===== src/hw/csm_pkg.sv =====
// Shared constants and types for the stack engine and address map
package csm_pkg;
   localparam int CSM_DATA_W = 16;
   localparam int CSM_ADDR_W = 20;
   localparam int CSM_NREGS = 8;
   localparam int CSM_IDX_W = 3;
   localparam logic [15:0] CSM_STACK_STEP = 16'h0002;
   localparam logic [15:0] CSM_SS_RESET = 16'h0000;
   localparam logic [15:0] CSM_SP_RESET = 16'h0000;
   localparam logic [15:0] CSM_CS_RESET = 16'hFFFF;
   localparam logic [15:0] CSM_IP_RESET = 16'h0000;
   localparam logic [19:0] CSM_RESET_FETCH_ADDR = 20'hFFFF0;
   localparam logic [19:0] CSM_RESET_AREA_END = 20'hFFFFF;
   localparam logic [19:0] CSM_IVT_LO = 20'h00000;
   localparam logic [19:0] CSM_IVT_HI = 20'h003FF;
   localparam logic [15:0] CSM_COPROC_IO_LO = 16'h00F8;
   localparam logic [15:0] CSM_COPROC_IO_HI = 16'h00FF;
   localparam logic [2:0] CSM_ACC_IDX = 3'h0;

   typedef enum logic [3:0] {
      CSM_OP_NOP = 4'h0,
      CSM_OP_PUSH = 4'h1,
      CSM_OP_POP = 4'h2,
      CSM_OP_SET_SS = 4'h3,
      CSM_OP_SET_SP = 4'h4,
      CSM_OP_MEM_RD = 4'h5,
      CSM_OP_MEM_WR = 4'h6,
      CSM_OP_MEM_RMW = 4'h7,
      CSM_OP_IO_IN = 4'h8,
      CSM_OP_IO_OUT = 4'h9,
      CSM_OP_INC_REG = 4'hA,
      CSM_OP_REG_RD = 4'hB
   } csm_op_e;

   typedef enum logic [1:0] {
      CSM_ALU_ADD = 2'h0,
      CSM_ALU_SUB = 2'h1,
      CSM_ALU_SHL = 2'h2,
      CSM_ALU_CMP = 2'h3
   } csm_alu_e;

   typedef enum logic [2:0] {
      CSM_ST_IDLE = 3'h0,
      CSM_ST_PUSH_WR = 3'h1,
      CSM_ST_BUS = 3'h2,
      CSM_ST_REG_WAIT = 3'h3
   } csm_state_e;
endpackage


===== src/hw/csm_rf_if.sv =====
// Port bundle between the stack engine and its register file
interface csm_rf_if;
   logic [2:0] rd_idx;
   logic [15:0] rd_data;
   logic [2:0] wr_idx;
   logic wr_lo;
   logic wr_hi;
   logic [15:0] wr_data;
   modport core (output rd_idx, input rd_data, output wr_idx, output wr_lo, output wr_hi, output wr_data);
   modport mem (input rd_idx, output rd_data, input wr_idx, input wr_lo, input wr_hi, input wr_data);
endinterface


===== src/hw/csm_regfile.sv =====
// Eight 16-bit general registers with byte-lane writes and registered read
module csm_regfile
   import csm_pkg::*;
#(
   parameter int NREGS = CSM_NREGS
) (
   input wire logic mclk,
   csm_rf_if.mem rf
);
   logic [15:0] regs_r [NREGS];
   logic [15:0] rd_r;

   always_ff @(posedge mclk) begin
      if (rf.wr_lo) begin
         regs_r[rf.wr_idx][7:0] <= rf.wr_data[7:0];
      end
      if (rf.wr_hi) begin
         regs_r[rf.wr_idx][15:8] <= rf.wr_data[15:8];
      end
      rd_r <= regs_r[rf.rd_idx];
   end

   assign rf.rd_data = rd_r;
endmodule // csm_regfile


===== src/hw/csm_core.sv =====
// Stack engine, address generation and reserved address map of the core
// How it works
// - Stack entries move only as whole 16-bit words.
// - Push lowers the stack pointer by two, then writes the word.
// - Pop reads the top word, then raises the stack pointer by two.
// - Stack offset wraps within one 64 KB segment.
// - Entries are never moved or erased; only the stack pointer moves.
// - Exactly one stack is addressed, chosen by stack segment and pointer.
// - First fetch after reset is from 0FFFF0H; up to 0FFFFFH is reset code.
// - Memory 0H to 3FFH is the interrupt vector table, not code.
// - I/O ports 0F8H to 0FFH belong to the numeric coprocessor only.
// - Immediate operands are sources only; immediate destination is invalid.
// - Operations support byte and word sizes; operands interchangeable.
// - Arithmetic and shift act on memory by read-modify-write; compare only reads.
// - Port transfers move data only to or from the accumulator.
// - Eight one-byte increments, one per 16-bit general register.
// - Every memory access uses a 20-bit physical address.
// - Stack accesses use stack segment and pointer, never an override.
module csm_core
   import csm_pkg::*;
(
   input wire logic mclk,
   input wire logic rst_b,
   input wire logic cmd_valid,
   output logic cmd_ready,
   input wire csm_pkg::csm_op_e cmd_op,
   input wire csm_pkg::csm_alu_e cmd_alu,
   input wire logic cmd_word,
   input wire logic cmd_dst_imm,
   input wire logic [2:0] cmd_reg,
   input wire logic [15:0] cmd_seg,
   input wire logic [15:0] cmd_off,
   input wire logic [15:0] cmd_data,
   output logic rsp_valid,
   output logic rsp_err,
   output logic [15:0] rsp_data,
   output logic bus_req,
   output logic bus_we,
   output logic bus_io,
   output logic bus_word,
   output logic [19:0] bus_addr,
   output logic [15:0] bus_wdata,
   input wire logic [15:0] bus_rdata,
   input wire logic bus_ack,
   output logic [15:0] stack_pointer,
   output logic [15:0] stack_seg,
   output logic [19:0] top_of_stack,
   output logic ivt_hit,
   output logic reset_area_hit,
   output logic coproc_io_sel
);
   csm_rf_if rf ();
   csm_regfile #(.NREGS(CSM_NREGS)) u_rf (.mclk(mclk), .rf(rf));

   csm_state_e state_r, state_nxt;
   csm_op_e op_r, op_nxt;
   csm_alu_e alu_r, alu_nxt;
   logic [15:0] ss_r, ss_nxt, sp_r, sp_nxt, wdata_r, wdata_nxt, rdata_m, alu_res;
   logic [19:0] addr_r, addr_nxt, tos_r, tos_nxt;
   logic [2:0] reg_r, reg_nxt;
   logic word_r, word_nxt, req_r, req_nxt, we_r, we_nxt, io_r, io_nxt;
   logic rdy_r, rdy_nxt, rv_r, rv_nxt, rerr_r, rerr_nxt;
   logic [15:0] rdat_r, rdat_nxt;
   logic ivt_r, ivt_nxt, rst_area_r, rst_area_nxt, cop_r, cop_nxt;
   logic [2:0] rf_rd_idx, rf_wr_idx;
   logic rf_wr_lo, rf_wr_hi;
   logic [15:0] rf_wr_data;
   logic accept;

   // Segment shifted by four plus offset, carry out dropped
   function automatic logic [19:0] phys(input logic [15:0] seg, input logic [15:0] off);
      phys = {seg, 4'h0} + {4'h0, off};
   endfunction

   assign accept = cmd_valid && rdy_r;
   assign rdata_m = word_r ? bus_rdata : {8'h00, bus_rdata[7:0]};

   always_comb begin
      unique case (alu_r)
         CSM_ALU_ADD: alu_res = rdata_m + wdata_r;
         CSM_ALU_SUB: alu_res = rdata_m - wdata_r;
         CSM_ALU_SHL: alu_res = {rdata_m[14:0], 1'b0};
         CSM_ALU_CMP: alu_res = rdata_m - wdata_r;
      endcase
      if (!word_r) begin
         alu_res = {8'h00, alu_res[7:0]};
      end
   end

   always_comb begin
      state_nxt = state_r;
      op_nxt = op_r;
      alu_nxt = alu_r;
      ss_nxt = ss_r;
      sp_nxt = sp_r;
      wdata_nxt = wdata_r;
      addr_nxt = addr_r;
      reg_nxt = reg_r;
      word_nxt = word_r;
      req_nxt = req_r;
      we_nxt = we_r;
      io_nxt = io_r;
      rdy_nxt = rdy_r;
      rv_nxt = 1'b0;
      rerr_nxt = 1'b0;
      rdat_nxt = rdat_r;
      rf_rd_idx = cmd_reg;
      rf_wr_idx = CSM_ACC_IDX;
      rf_wr_lo = 1'b0;
      rf_wr_hi = 1'b0;
      rf_wr_data = rdata_m;
      unique case (state_r)
         CSM_ST_IDLE: begin
            if (accept) begin
               op_nxt = cmd_op;
               alu_nxt = cmd_alu;
               reg_nxt = cmd_reg;
               word_nxt = cmd_word;
               wdata_nxt = cmd_word ? cmd_data : {8'h00, cmd_data[7:0]};
               rdy_nxt = 1'b0;
               io_nxt = 1'b0;
               if (cmd_dst_imm) begin
                  rv_nxt = 1'b1;
                  rerr_nxt = 1'b1;
                  rdy_nxt = 1'b1;
               end else begin
                  unique case (cmd_op)
                     CSM_OP_PUSH: begin
                        sp_nxt = sp_r - CSM_STACK_STEP;
                        word_nxt = 1'b1;
                        wdata_nxt = cmd_data;
                        state_nxt = CSM_ST_PUSH_WR;
                     end
                     CSM_OP_POP: begin
                        addr_nxt = phys(ss_r, sp_r);
                        word_nxt = 1'b1;
                        req_nxt = 1'b1;
                        we_nxt = 1'b0;
                        state_nxt = CSM_ST_BUS;
                     end
                     CSM_OP_SET_SS, CSM_OP_SET_SP, CSM_OP_NOP: begin
                        if (cmd_op == CSM_OP_SET_SS) begin
                           ss_nxt = cmd_data;
                        end
                        if (cmd_op == CSM_OP_SET_SP) begin
                           sp_nxt = cmd_data;
                        end
                        rv_nxt = 1'b1;
                        rdy_nxt = 1'b1;
                     end
                     CSM_OP_MEM_RD, CSM_OP_MEM_WR, CSM_OP_MEM_RMW: begin
                        addr_nxt = phys(cmd_seg, cmd_off);
                        req_nxt = 1'b1;
                        we_nxt = (cmd_op == CSM_OP_MEM_WR);
                        state_nxt = CSM_ST_BUS;
                     end
                     CSM_OP_IO_IN: begin
                        addr_nxt = {4'h0, cmd_off};
                        io_nxt = 1'b1;
                        req_nxt = 1'b1;
                        we_nxt = 1'b0;
                        state_nxt = CSM_ST_BUS;
                     end
                     CSM_OP_IO_OUT: begin
                        rf_rd_idx = CSM_ACC_IDX;
                        addr_nxt = {4'h0, cmd_off};
                        io_nxt = 1'b1;
                        state_nxt = CSM_ST_REG_WAIT;
                     end
                     default: begin
                        state_nxt = CSM_ST_REG_WAIT;
                     end
                  endcase
               end
            end
         end
         CSM_ST_PUSH_WR: begin
            addr_nxt = phys(ss_r, sp_r);
            req_nxt = 1'b1;
            we_nxt = 1'b1;
            state_nxt = CSM_ST_BUS;
         end
         CSM_ST_REG_WAIT: begin
            if (op_r == CSM_OP_IO_OUT) begin
               wdata_nxt = word_r ? rf.rd_data : {8'h00, rf.rd_data[7:0]};
               req_nxt = 1'b1;
               we_nxt = 1'b1;
               state_nxt = CSM_ST_BUS;
            end else begin
               if (op_r == CSM_OP_INC_REG) begin
                  rf_wr_idx = reg_r;
                  rf_wr_lo = 1'b1;
                  rf_wr_hi = 1'b1;
                  rf_wr_data = rf.rd_data + 16'h0001;
               end
               rdat_nxt = rf.rd_data;
               rv_nxt = 1'b1;
               rdy_nxt = 1'b1;
               state_nxt = CSM_ST_IDLE;
            end
         end
         CSM_ST_BUS: begin
            if (bus_ack) begin
               req_nxt = 1'b0;
               rv_nxt = 1'b1;
               rdy_nxt = 1'b1;
               state_nxt = CSM_ST_IDLE;
               if (!we_r) begin
                  rdat_nxt = rdata_m;
               end
               if (op_r == CSM_OP_POP) begin
                  sp_nxt = sp_r + CSM_STACK_STEP;
               end
               if (op_r == CSM_OP_IO_IN) begin
                  rf_wr_lo = 1'b1;
                  rf_wr_hi = word_r;
               end
               if (op_r == CSM_OP_MEM_RMW && !we_r) begin
                  rdat_nxt = alu_res;
                  if (alu_r != CSM_ALU_CMP) begin
                     wdata_nxt = alu_res;
                     req_nxt = 1'b1;
                     we_nxt = 1'b1;
                     rv_nxt = 1'b0;
                     rdy_nxt = 1'b0;
                     state_nxt = CSM_ST_BUS;
                  end
               end
            end
         end
         default: begin
            state_nxt = CSM_ST_IDLE;
            rdy_nxt = 1'b1;
         end
      endcase
      tos_nxt = phys(ss_nxt, sp_nxt);
      ivt_nxt = req_nxt && !io_nxt && addr_nxt >= CSM_IVT_LO && addr_nxt <= CSM_IVT_HI;
      rst_area_nxt = req_nxt && !io_nxt && addr_nxt >= CSM_RESET_FETCH_ADDR
                     && addr_nxt <= CSM_RESET_AREA_END;
      cop_nxt = req_nxt && io_nxt && addr_nxt[15:0] >= CSM_COPROC_IO_LO
                && addr_nxt[15:0] <= CSM_COPROC_IO_HI && addr_nxt[19:16] == 4'h0;
   end

   assign rf.rd_idx = rf_rd_idx;
   assign rf.wr_idx = rf_wr_idx;
   assign rf.wr_lo = rf_wr_lo;
   assign rf.wr_hi = rf_wr_hi;
   assign rf.wr_data = rf_wr_data;

   always_ff @(posedge mclk) begin
      if (!rst_b) begin
         state_r <= CSM_ST_BUS;
         op_r <= CSM_OP_NOP;
         alu_r <= CSM_ALU_ADD;
         ss_r <= CSM_SS_RESET;
         sp_r <= CSM_SP_RESET;
         wdata_r <= 16'h0000;
         addr_r <= CSM_RESET_FETCH_ADDR;
         tos_r <= 20'h00000;
         reg_r <= 3'h0;
         word_r <= 1'b1;
         req_r <= 1'b1;
         we_r <= 1'b0;
         io_r <= 1'b0;
         rdy_r <= 1'b0;
         rv_r <= 1'b0;
         rerr_r <= 1'b0;
         rdat_r <= 16'h0000;
         ivt_r <= 1'b0;
         rst_area_r <= 1'b1;
         cop_r <= 1'b0;
      end else begin
         state_r <= state_nxt;
         op_r <= op_nxt;
         alu_r <= alu_nxt;
         ss_r <= ss_nxt;
         sp_r <= sp_nxt;
         wdata_r <= wdata_nxt;
         addr_r <= addr_nxt;
         tos_r <= tos_nxt;
         reg_r <= reg_nxt;
         word_r <= word_nxt;
         req_r <= req_nxt;
         we_r <= we_nxt;
         io_r <= io_nxt;
         rdy_r <= rdy_nxt;
         rv_r <= rv_nxt;
         rerr_r <= rerr_nxt;
         rdat_r <= rdat_nxt;
         ivt_r <= ivt_nxt;
         rst_area_r <= rst_area_nxt;
         cop_r <= cop_nxt;
      end
   end

   assign cmd_ready = rdy_r;
   assign rsp_valid = rv_r;
   assign rsp_err = rerr_r;
   assign rsp_data = rdat_r;
   assign bus_req = req_r;
   assign bus_we = we_r;
   assign bus_io = io_r;
   assign bus_word = word_r;
   assign bus_addr = addr_r;
   assign bus_wdata = wdata_r;
   assign stack_pointer = sp_r;
   assign stack_seg = ss_r;
   assign top_of_stack = tos_r;
   assign ivt_hit = ivt_r;
   assign reset_area_hit = rst_area_r;
   assign coproc_io_sel = cop_r;
endmodule // csm_core


===== config.mk =====
export PLATFORM = sky130hd
export DESIGN_NAME = csm_core
export DESIGN_NICKNAME = d
export VERILOG_FILES = /design/src/hw/csm_pkg.sv /design/src/hw/csm_rf_if.sv /design/src/hw/csm_regfile.sv /design/src/hw/csm_core.sv
export SDC_FILE = /design/constraint.sdc
export NUM_CORES = 1
export LEC_CHECK = 0
export ABC_AREA = 1
export ABC_CLOCK_PERIOD_IN_PS = 4300
export BUFFER_PORTS_ARGS = -buffer_cell sky130_fd_sc_hd__buf_2
export CORE_MARGIN = 2
export CORE_UTILIZATION = 59
export DETAILED_ROUTE_END_ITERATION = 10
export PLACE_DENSITY = 0.92
export SYNTH_ARGS = -nofsm -noshare
export SYNTH_HDL_FRONTEND = slang
export SYNTH_SLANG_ARGS = --single-unit

===== constraint.sdc =====
create_clock -name mclk -period 4.3 [get_ports mclk]
set_clock_uncertainty 0.15 [all_clocks]
set_input_delay 0.86 -clock mclk [delete_from_list [all_inputs] [get_ports mclk]]
set_output_delay 0.86 -clock mclk [all_outputs]
set_load 0.005 [all_outputs]

==> results of run 1 <==
[power groups by stage]
stage               Combinational, mW  Clock [mW]  Sequential, mW
floorplan                        1.29           0            2.86
global placement                 1.81           0            2.90
detailed placement               1.85           0            2.90
CTS                              1.88        2.33            2.85
global route                     2.14        2.43            2.86
finish                           1.95        2.34            2.86
[what timing repair did]
| action | in CTS | in global routing |
|---|---|---|
| hold buffers | 0 | 0 |
| endpoints found under the hold margin | 0 | 0 |
| endpoints found under the setup margin | 0 | 1 |
| gates resized for setup | 0 | 1 |
| setup buffers | 0 | 0 |
[tightest hold or removal path, delay by kind of cell, from the launching register on]
family / cells / cell delay (ns)
DFF: 1 / 0.33
and+or+nand+nor: 1 / 0.04
AOI/OAI and AO/OA: 1 / 0.13
[cell type report]
class                      instances  area [µm²]
antenna                            2        5.00
clock buffer                      39         752
clock inverter                    13         126
fill                            2195        8600
inverter                         291        1090
multi-input combinational       1590        8120
sequential                       265        6590
tap                              341         427
timing repair buffer             230        1250
[metrics by stage]
| step | utilization [%] | std cells | hold slack (ns) |
|---|---|---|---|
| 6_report | 68.1 | 2771 | 0.399 |
| 5_1_grt | 68.1 | 2770 | 0.433 |
| 4_1_cts | 68.1 | 2769 | 0.394 |
| 3_5_place_dp | 64.8 | 2717 | 0.369 |
| 3_3_place_gp | 64.8 | 2717 | 0.374 |
| 2_1_floorplan | - | 2233 | 0.341 |
[state kept, by name, summed over array words and instances, names as in the netlist, 2 cells and up, named ones only]
signal / flops
reg_r: 3
state_r: 2
alu_r: 2
stack_seg: 16
u_rf.regs_r: 128
bus_addr: 20
bus_wdata: 16
op_r: 4
rsp_data: 16
u_rf.rf.rd_data: 16
top_of_stack: 16
stack_pointer: 12
[placed cells by master, fill, tap and decap left out, drive strengths merged, types with 4 or more instances in the layout]
master,n
inv,288
o21ai,181
nor2,272
fa,4
dfxtp,137
a221oi,12
clkinv,14
o211ai,12
edfxtp,128
a22oi,4
xnor2,9
buf,230
nand3b,10
nor3,63
o221ai,20
o22ai,12
nand4,25
a21o,4
a31oi,23
o21bai,7
or2,13
nand2,480
xor2,21
a21oi,171
clkbuf,39
nand3,168
ha,55
[layer usage]
| metal | vias to the layer above | global-route usage [%] |
|---|---|---|
| met5 | - | 0 |
| met3 | 270 | 7.42 |
| met4 | 2 | 18.7 |
| met2 | 1250 | 62.5 |
| li1 | 7844 | - |
| met1 | 7939 | 48.3 |
[kinds of logic after synthesis]
group | synth area share, %
flip-flops | 40.7
adder cells (fa/ha/maj) | 4.75
AO/OA/AOI/OAI | 16.3
AND/OR/NAND/NOR | 27.5
buffers and inverters | 9.19
XOR/XNOR | 1.62
[final timing paths]
check,startpoint,to,slack (ns)
setup / recovery,flip-flop,top_of_stack[18],0.36
hold / removal,cmd_ready,cmd_ready,0.40
setup reg to reg,flip-flop,top_of_stack[18],0.36
hold reg to reg,cmd_ready,cmd_ready,0.40
==> results.md, run 1 <==
CTS:
- The clock root buffer is sky130_fd_sc_hd__clkbuf_16.
- The longest clock path from root to sink contains 3 buffers.
- Clock latency on the worst-skew pair, taken at its later pin, is 0.58 ns.
- The clock transition at the registers of the reported paths is 0.07 ns.
- For this design, the sink count on the clock tree is 265.
- CTS built an H-tree with a depth of 1.
- Counting the buffers created by CTS gives 28.
- TritonCTS built the clock tree.

Yosys:
- After synthesis, the share of flip-flops with an asynchronous set or reset is 0%.
- Synthesis handed over a netlist of 2,233 instances.
- The number of distinct library cells after synthesis is 57.
- The library cell with the largest summed area after synthesis is sky130_fd_sc_hd__edfxtp_1.
- After synthesis, the cell types taking the most area are sky130_fd_sc_hd__edfxtp_1 (24%), sky130_fd_sc_hd__dfxtp_1 (17%), sky130_fd_sc_hd__nand2_1 (11%).
- The most common cell in the netlist is sky130_fd_sc_hd__nand2_1.
- After synthesis the cells add up to 16,200 µm².
- The number of enable flip-flop cells after synthesis is 128.
- The sequential-to-total area share from yosys stat is 40.7%.
- After synthesis the netlist holds a flip-flop and latch count of 265.
- The area share of the leading cell type in the synthesized netlist is 23.8%.
- The average footprint of a synthesized cell is 7.25 µm².
- The synthesized netlist net count is 2,371.
- The most used flip-flop cell after synthesis is sky130_fd_sc_hd__dfxtp_1.
- For this run, the number of Yosys warnings is 0.
- By count the netlist is led by sky130_fd_sc_hd__nand2_1 (473), sky130_fd_sc_hd__inv_1 (272), sky130_fd_sc_hd__nor2_1 (260).

Outcome:
- The flow ran to the end, and the final reports show no timing, DRC or antenna violations.

Placement:
- The worst setup slack after placement is 0.0616 ns.
- The placement-stage cell area is 17,500 µm².
- In this run the tool buffered the top-level ports with 192 buffer cells.
- The last weighted congestion value of the routability-driven placer is 1.01.
- After legalization and detailed placement, the total HPWL measured 41,000 µm.

Timing:
- The max-slew violation total from the final report was 0.
- The final critical delay including setup and external delays is 3.94 ns.
- The highest attainable clock frequency is 254 MHz.
- After routing, the total negative slack on setup checks comes to 0 ns.
- Setup violations remaining at the end of the flow were counted as 0.
- The final hold violation count was 0.
- The worst pin sits at a relative slew slack of 21.6%.
- For the pin with the worst max-slew slack, the measured transition is 1.16 ns.
- Setup repair after global routing left no endpoint under its margin.
- The worst path uses 91.6% of the clock period.
- Once routing completed, OpenROAD measured the worst setup slack at 0.363 ns.

Drt:
- The number of vias after detailed routing is 17,300.
- The sum of met2 wire segment lengths after detailed routing is 25,500 µm.
- Signal routing reaches up to met5.
- The pre-antenna-repair detailed-routing pass consisted of 7 iterations.
- Dividing the detail-routed wire length by the instance count gives 20.3 µm.
- The count of antenna-violating nets left after detailed routing is 0.
- The total wire length is 56,100 µm.
- The routed design uses 6600 µm of met3 wire.
- In the final routing, the length of wire on met1 measures 20,700 µm.
- The number of remaining DRC errors is 0.
- The detailed router finished its first iteration with 2,333 violations.
- The average via count per standard cell is 6.25.

Setup path:
- The worst-path cell with the longest stage delay is sky130_fd_sc_hd__dfxtp_1.
- The sort of element at the start of the critical path is a flip-flop.
- STA classifies the critical path endpoint as a flip-flop.
- The critical path runs through a total of 24 cells.
- Counting both buffers and inverters, the worst setup path holds a total of 3.
- The type of the setup path with the least slack is reg -> reg.
- The delay of the slowest cell on the worst path is 0.44 ns.
- The signal arrival time at the worst endpoint is 4.23 ns.
- The signal on the critical path passes through inv_1 -> ha_1 -> nand2_1 -> nor2_1 -> nand2_1 -> inv_1 -> nand2_1 -> a32oi_1 -> o21ai_0 -> o21ai_0 -> nand2_1 -> ha_1 -> nand2_1 -> nor2_1 -> a21oi_1 -> nor2_1 -> nor2_1 -> o21bai_1 -> nand2_1 -> nand2_1 -> nand2_1 -> xor2_1 -> nand2_1 -> inv_1.
- The maximum fanout along the worst path is 9.
- Measured in cells, the most critical reg-to-reg path has a length of 24.
- The largest delay contributor family on the critical path is simple AND/OR/NAND/NOR gates.
- By instance count, the cell type seen most on the critical path is sky130_fd_sc_hd__nand2_1.
- At the worst endpoint, the required time is 4.59 ns.

GRT:
- The combined global-route utilization of all metal layers is 38.1%.
- The initial antenna violation count is 2.
- The via count of the first global-routing pass is 15,900.
- Entering global routing, the biggest net connects 45 pins.
- The global route total overflow is 0.
- The first global-routing pass estimated 85,500 µm of wire.

Job:
- Across the run, the number of max-cap violations was 0.

Pwr:
- The clock network power share is 32.7%.
- The internal power component is 4.68 mW.
- The static leakage is 8.71 nW.
- Registers are responsible for 40.0% of the overall power.
- The power density relative to cell area is 389 nW/µm².
- Total power for the finished layout comes to 7.15 mW.
- In this run the power spent charging and discharging nets is 2.47 mW.
- The switching fraction of total power is 34.5%.
- Of the total power, combinational logic draws 27.2%.
- The worst vdd rail ir drop is 0.000429 V.

Floorplan:
- The floorplan step defined a core boundary enclosing 27,000 µm².
- 193 I/O pins were placed.
- The number of core rows is 60.
- The floorplan step set the die height to 170 µm.
- Measured along the x axis, the die boundary spans 170 µm.
- The floorplan step defined a die boundary enclosing 28,800 µm².
- The effective utilization at floorplan is 60.0%.

Worst hold path:
- The tightest min-delay check is of the reg -> reg type.
- The number of cells traversed by the worst hold path is 2.

Finish:
- The fraction of layout cells with a size suffix above 1 is 13.7%.
- Once layout is done, the placed cells without fillers occupy 18,400 µm².
- The signed area change from the synthesized netlist to the final layout is 13.4%.
- At the end of the flow, the number of nets in the layout was 2,544.
Note: power is estimated with default switching activity, not from simulation.
==> inputs of run 2 (changes only) <==
--- a/config.mk
+++ b/config.mk
@@ -12,6 +12,7 @@
 export CORE_UTILIZATION = 59
 export DETAILED_ROUTE_END_ITERATION = 10
 export PLACE_DENSITY = 0.92
+export REMOVE_ABC_BUFFERS = 1
 export SYNTH_ARGS = -nofsm -noshare
 export SYNTH_HDL_FRONTEND = slang
 export SYNTH_SLANG_ARGS = --single-unit
==> run 2 against run 1 <==
Sequential cell count unchanged. Global-route usage is 1.4 points lower. Clock power up 13%. Critical path depth shrank 3. Non-clock buffer count rose by 4. Fmax increased by 0.13%. Combinational power decreased by 3%. Critical endpoint is now rsp_data[15]. Highest routed layer unchanged.
==> results.md, run 2 (synthesized netlist as in run 1, its figures left out) <==
CTS:
- Clock tree synthesis inserted a total of 28 buffers.
- The deepest level of the CTS H-tree is 1.
- The number of setup buffers added after CTS is 0.
- The clock transition at the registers of the reported paths is 0.07 ns.
- The TritonCTS clock tree is done.
- The tree is rooted in a sky130_fd_sc_hd__clkbuf_16.
- The quantity of gates resized following cts is 0.
- The buffer levels on the longest clock path is 3.
- The tree built by TritonCTS fans out to 265 sinks.
- The clock reaches the later pin of the worst-skew pair after 0.58 ns.
- In this run, post-CTS hold repair placed 0 buffers.

Finish:
- The final instance area is 18,500 µm².
- The fraction of layout cells with a size suffix above 1 is 13.9%.
- Leaving out fill and tap cells, the most frequent cell in the layout is sky130_fd_sc_hd__nand2_1.
- The register with the most flip-flops in the layout has 128 of them.
- The register with the most flip-flops is u_rf.regs_r.
- The signed area change from the synthesized netlist to the final layout is 14.4%.
- The net count of the finished layout is 2,548.
- Leaving out fill and tap cells, the most frequent cells in the layout are sky130_fd_sc_hd__nand2_1 (473), sky130_fd_sc_hd__inv_1 (272), sky130_fd_sc_hd__nor2_1 (260).
- The post-layout instance count excluding filler cells is 2,773.
- The filler cells instantiated in the layout total 2,228.
- The number of inserted diodes is 0.

Setup path:
- The maximum fanout along the worst path is 5.
- The critical path is of the reg -> reg type.
- The sort of element at the start of the critical path is a flip-flop.
- STA puts the critical path data required time at 4.67 ns.
- At the worst endpoint, the arrival time is 4.30 ns.
- The nature of the critical path endpoint is a flip-flop.

Outcome:
- The flow ran to the end, and the final reports show no timing, DRC or antenna violations.

Floorplan:
- The chip height is 170 µm.
- Pin placement for this block handled 193 I/O pins.
- The die span in x is 170 µm.
- The area of the placeable core is 27,000 µm².
- The floorplan has 60 rows.
- For this configuration, the core starts out at a cell density of 60.0%.
- The die covers 28,800 µm².

Placement:
- The last weighted congestion value of the routability-driven placer is 0.975.
- The total placed cells including tap cells is 2,721.
- Before CTS, the worst setup slack after placement is 0.117 ns.
- During placement, the flow inserted port buffers numbering 192.
- Once placement finished, the instance area stood at 17,500 µm².
- Detailed placement finished with a half-perimeter wire length of 39,500 µm.

Drt:
- The number of remaining DRC errors is 0.
- The first TritonRoute pass finished after 6 iterations.
- The total wire length is 53,900 µm.
- The detail-routed net length per standard cell is 19.4 µm.
- The detail route stage leaves a number of antenna-violating nets equal to 0.
- The number of vias after detailed routing is 16,900.
- The average via count per standard cell is 6.10.
- The detailed router finished its first iteration with 2,418 violations.

Timing:
- Of the available clock period, the critical path in the final layout requires 91.4%.
- The final critical delay including setup and external delays is 3.93 ns.
- Setup repair after global routing left no endpoint under its margin.
- The setup violation total in the final timing report is 0.
- The max-slew violation total from the final report came to 0.
- The final hold violation count was 0.
- The worst-case headroom to the max-slew limit is 10.5%.
- Summed over all failing endpoints, the final setup total negative slack is 0 ns.
- The post-route worst setup slack is 0.368 ns.
- At the pin with the least slew margin, the transition time is 1.33 ns.
- Based on the critical path, the design can be clocked at up to 254 MHz.
- The worst-case hold slack is 0.365 ns.

Worst hold path:
- The worst min-delay path category is in -> reg.

Job:
- The count of maximum capacitance violations is 0.

GRT:
- The initial antenna violation count is 1.
- The first global-routing pass estimated 83,300 µm of wire.
- The via count of the first global-routing pass is 15,900.
- Entering global routing, the biggest net connects 85 pins.
- The total overflow left after global routing is 0.
- The combined global-route utilization of all metal layers is 36.7%.

Pwr:
- The analysis attributes to cell leakage a power of 8.79 nW.
- Dividing total power by cell area gives a power density of 399 nW/µm².
- The worst vdd rail ir drop is 0.000399 V.
[run 2: cell types whose count changed in the layout (fill, tap and decap cells not counted), moves of 2 or more]
cell | previous run | this run
sky130_fd_sc_hd__clkbuf_1 | 10 | 4
sky130_fd_sc_hd__buf_4 | 38 | 42
sky130_fd_sc_hd__bufinv_16 | 1 | 5
sky130_fd_sc_hd__clkbuf_8 | 1 | 5
sky130_fd_sc_hd__clkinv_2 | 7 | 4
sky130_fd_sc_hd__clkinv_4 | 0 | 2
sky130_fd_sc_hd__diode_2 | 2 | 0
[run 2: path summary, 6_finish.rpt]
path / from / endpoint / slack [ns] / cells after the start
worst max-delay path: bus_wdata[0] / rsp_data[15] / 0.37 / 21
worst max register to register: bus_wdata[0] / rsp_data[15] / 0.37 / 21
worst min-delay path: cmd_alu[1] / alu_r[1] / 0.37 / 3
worst min register to register: rsp_data[1] / rsp_data[1] / 0.39 / 2
[run 2: area by class of cell]
class                           instances  area, µm²  area share (%)
Clock inverter                         15        233            1.26
Tap cell                              341        427            2.30
Timing Repair Buffer                  234       1280            6.89
Clock buffer                           37        785            4.24
Sequential cell                       265       6590            35.6
Multi-Input combinational cell       1590       8110            43.8
Inverter                              291       1090            5.90
[run 2: power breakdown]
group	internal [mW]	total [mW]	switching, mW
logic	0.654	1.90	1.25
registers	2.73	2.85	0.116
clock network	1.59	2.64	1.05
total	4.98	7.39	2.41
[run 2: critical path: stages (launching register included)]
cell and delay (ns):
sky130_fd_sc_hd__dfxtp_1 0.39, sky130_fd_sc_hd__inv_1 0.09, sky130_fd_sc_hd__ha_1 0.15, sky130_fd_sc_hd__inv_1 0.05, sky130_fd_sc_hd__nor2_1 0.13, sky130_fd_sc_hd__inv_1 0.07, sky130_fd_sc_hd__nor3_1 0.40, sky130_fd_sc_hd__or3b_1 0.47
sky130_fd_sc_hd__o21ai_0 0.22, sky130_fd_sc_hd__xor2_1 0.22, sky130_fd_sc_hd__ha_1 0.31, sky130_fd_sc_hd__a21oi_1 0.19, sky130_fd_sc_hd__nor2_1 0.05, sky130_fd_sc_hd__o21ai_0 0.15, sky130_fd_sc_hd__nand3b_1 0.10, sky130_fd_sc_hd__a21oi_1 0.22
sky130_fd_sc_hd__a21oi_1 0.11, sky130_fd_sc_hd__nand2_1 0.11, sky130_fd_sc_hd__nand2_1 0.05, sky130_fd_sc_hd__nand2_1 0.06, sky130_fd_sc_hd__nand2_1 0.06, sky130_fd_sc_hd__a21oi_1 0.12
[run 2: per-layer routing]
layer | share of wire [%] | vias to the layer above | GRT usage (%)
li1 | - | 7855 | -
met3 | 11 | 215 | 6.93
met2 | 46 | 1115 | 61.8
met5 | 0.019 | - | 0
met4 | 4.9 | 2 | 16.8
met1 | 37 | 7731 | 45.7
[run 2: per-stage QoR]
step | utilization, % | power, mW
global placement | 64.9 | 4.68
detailed placement | 64.9 | 4.72
CTS | 68.7 | 7.33
global route | 68.7 | 7.70
finish | 68.7 | 7.39
floorplan | - | 4.11
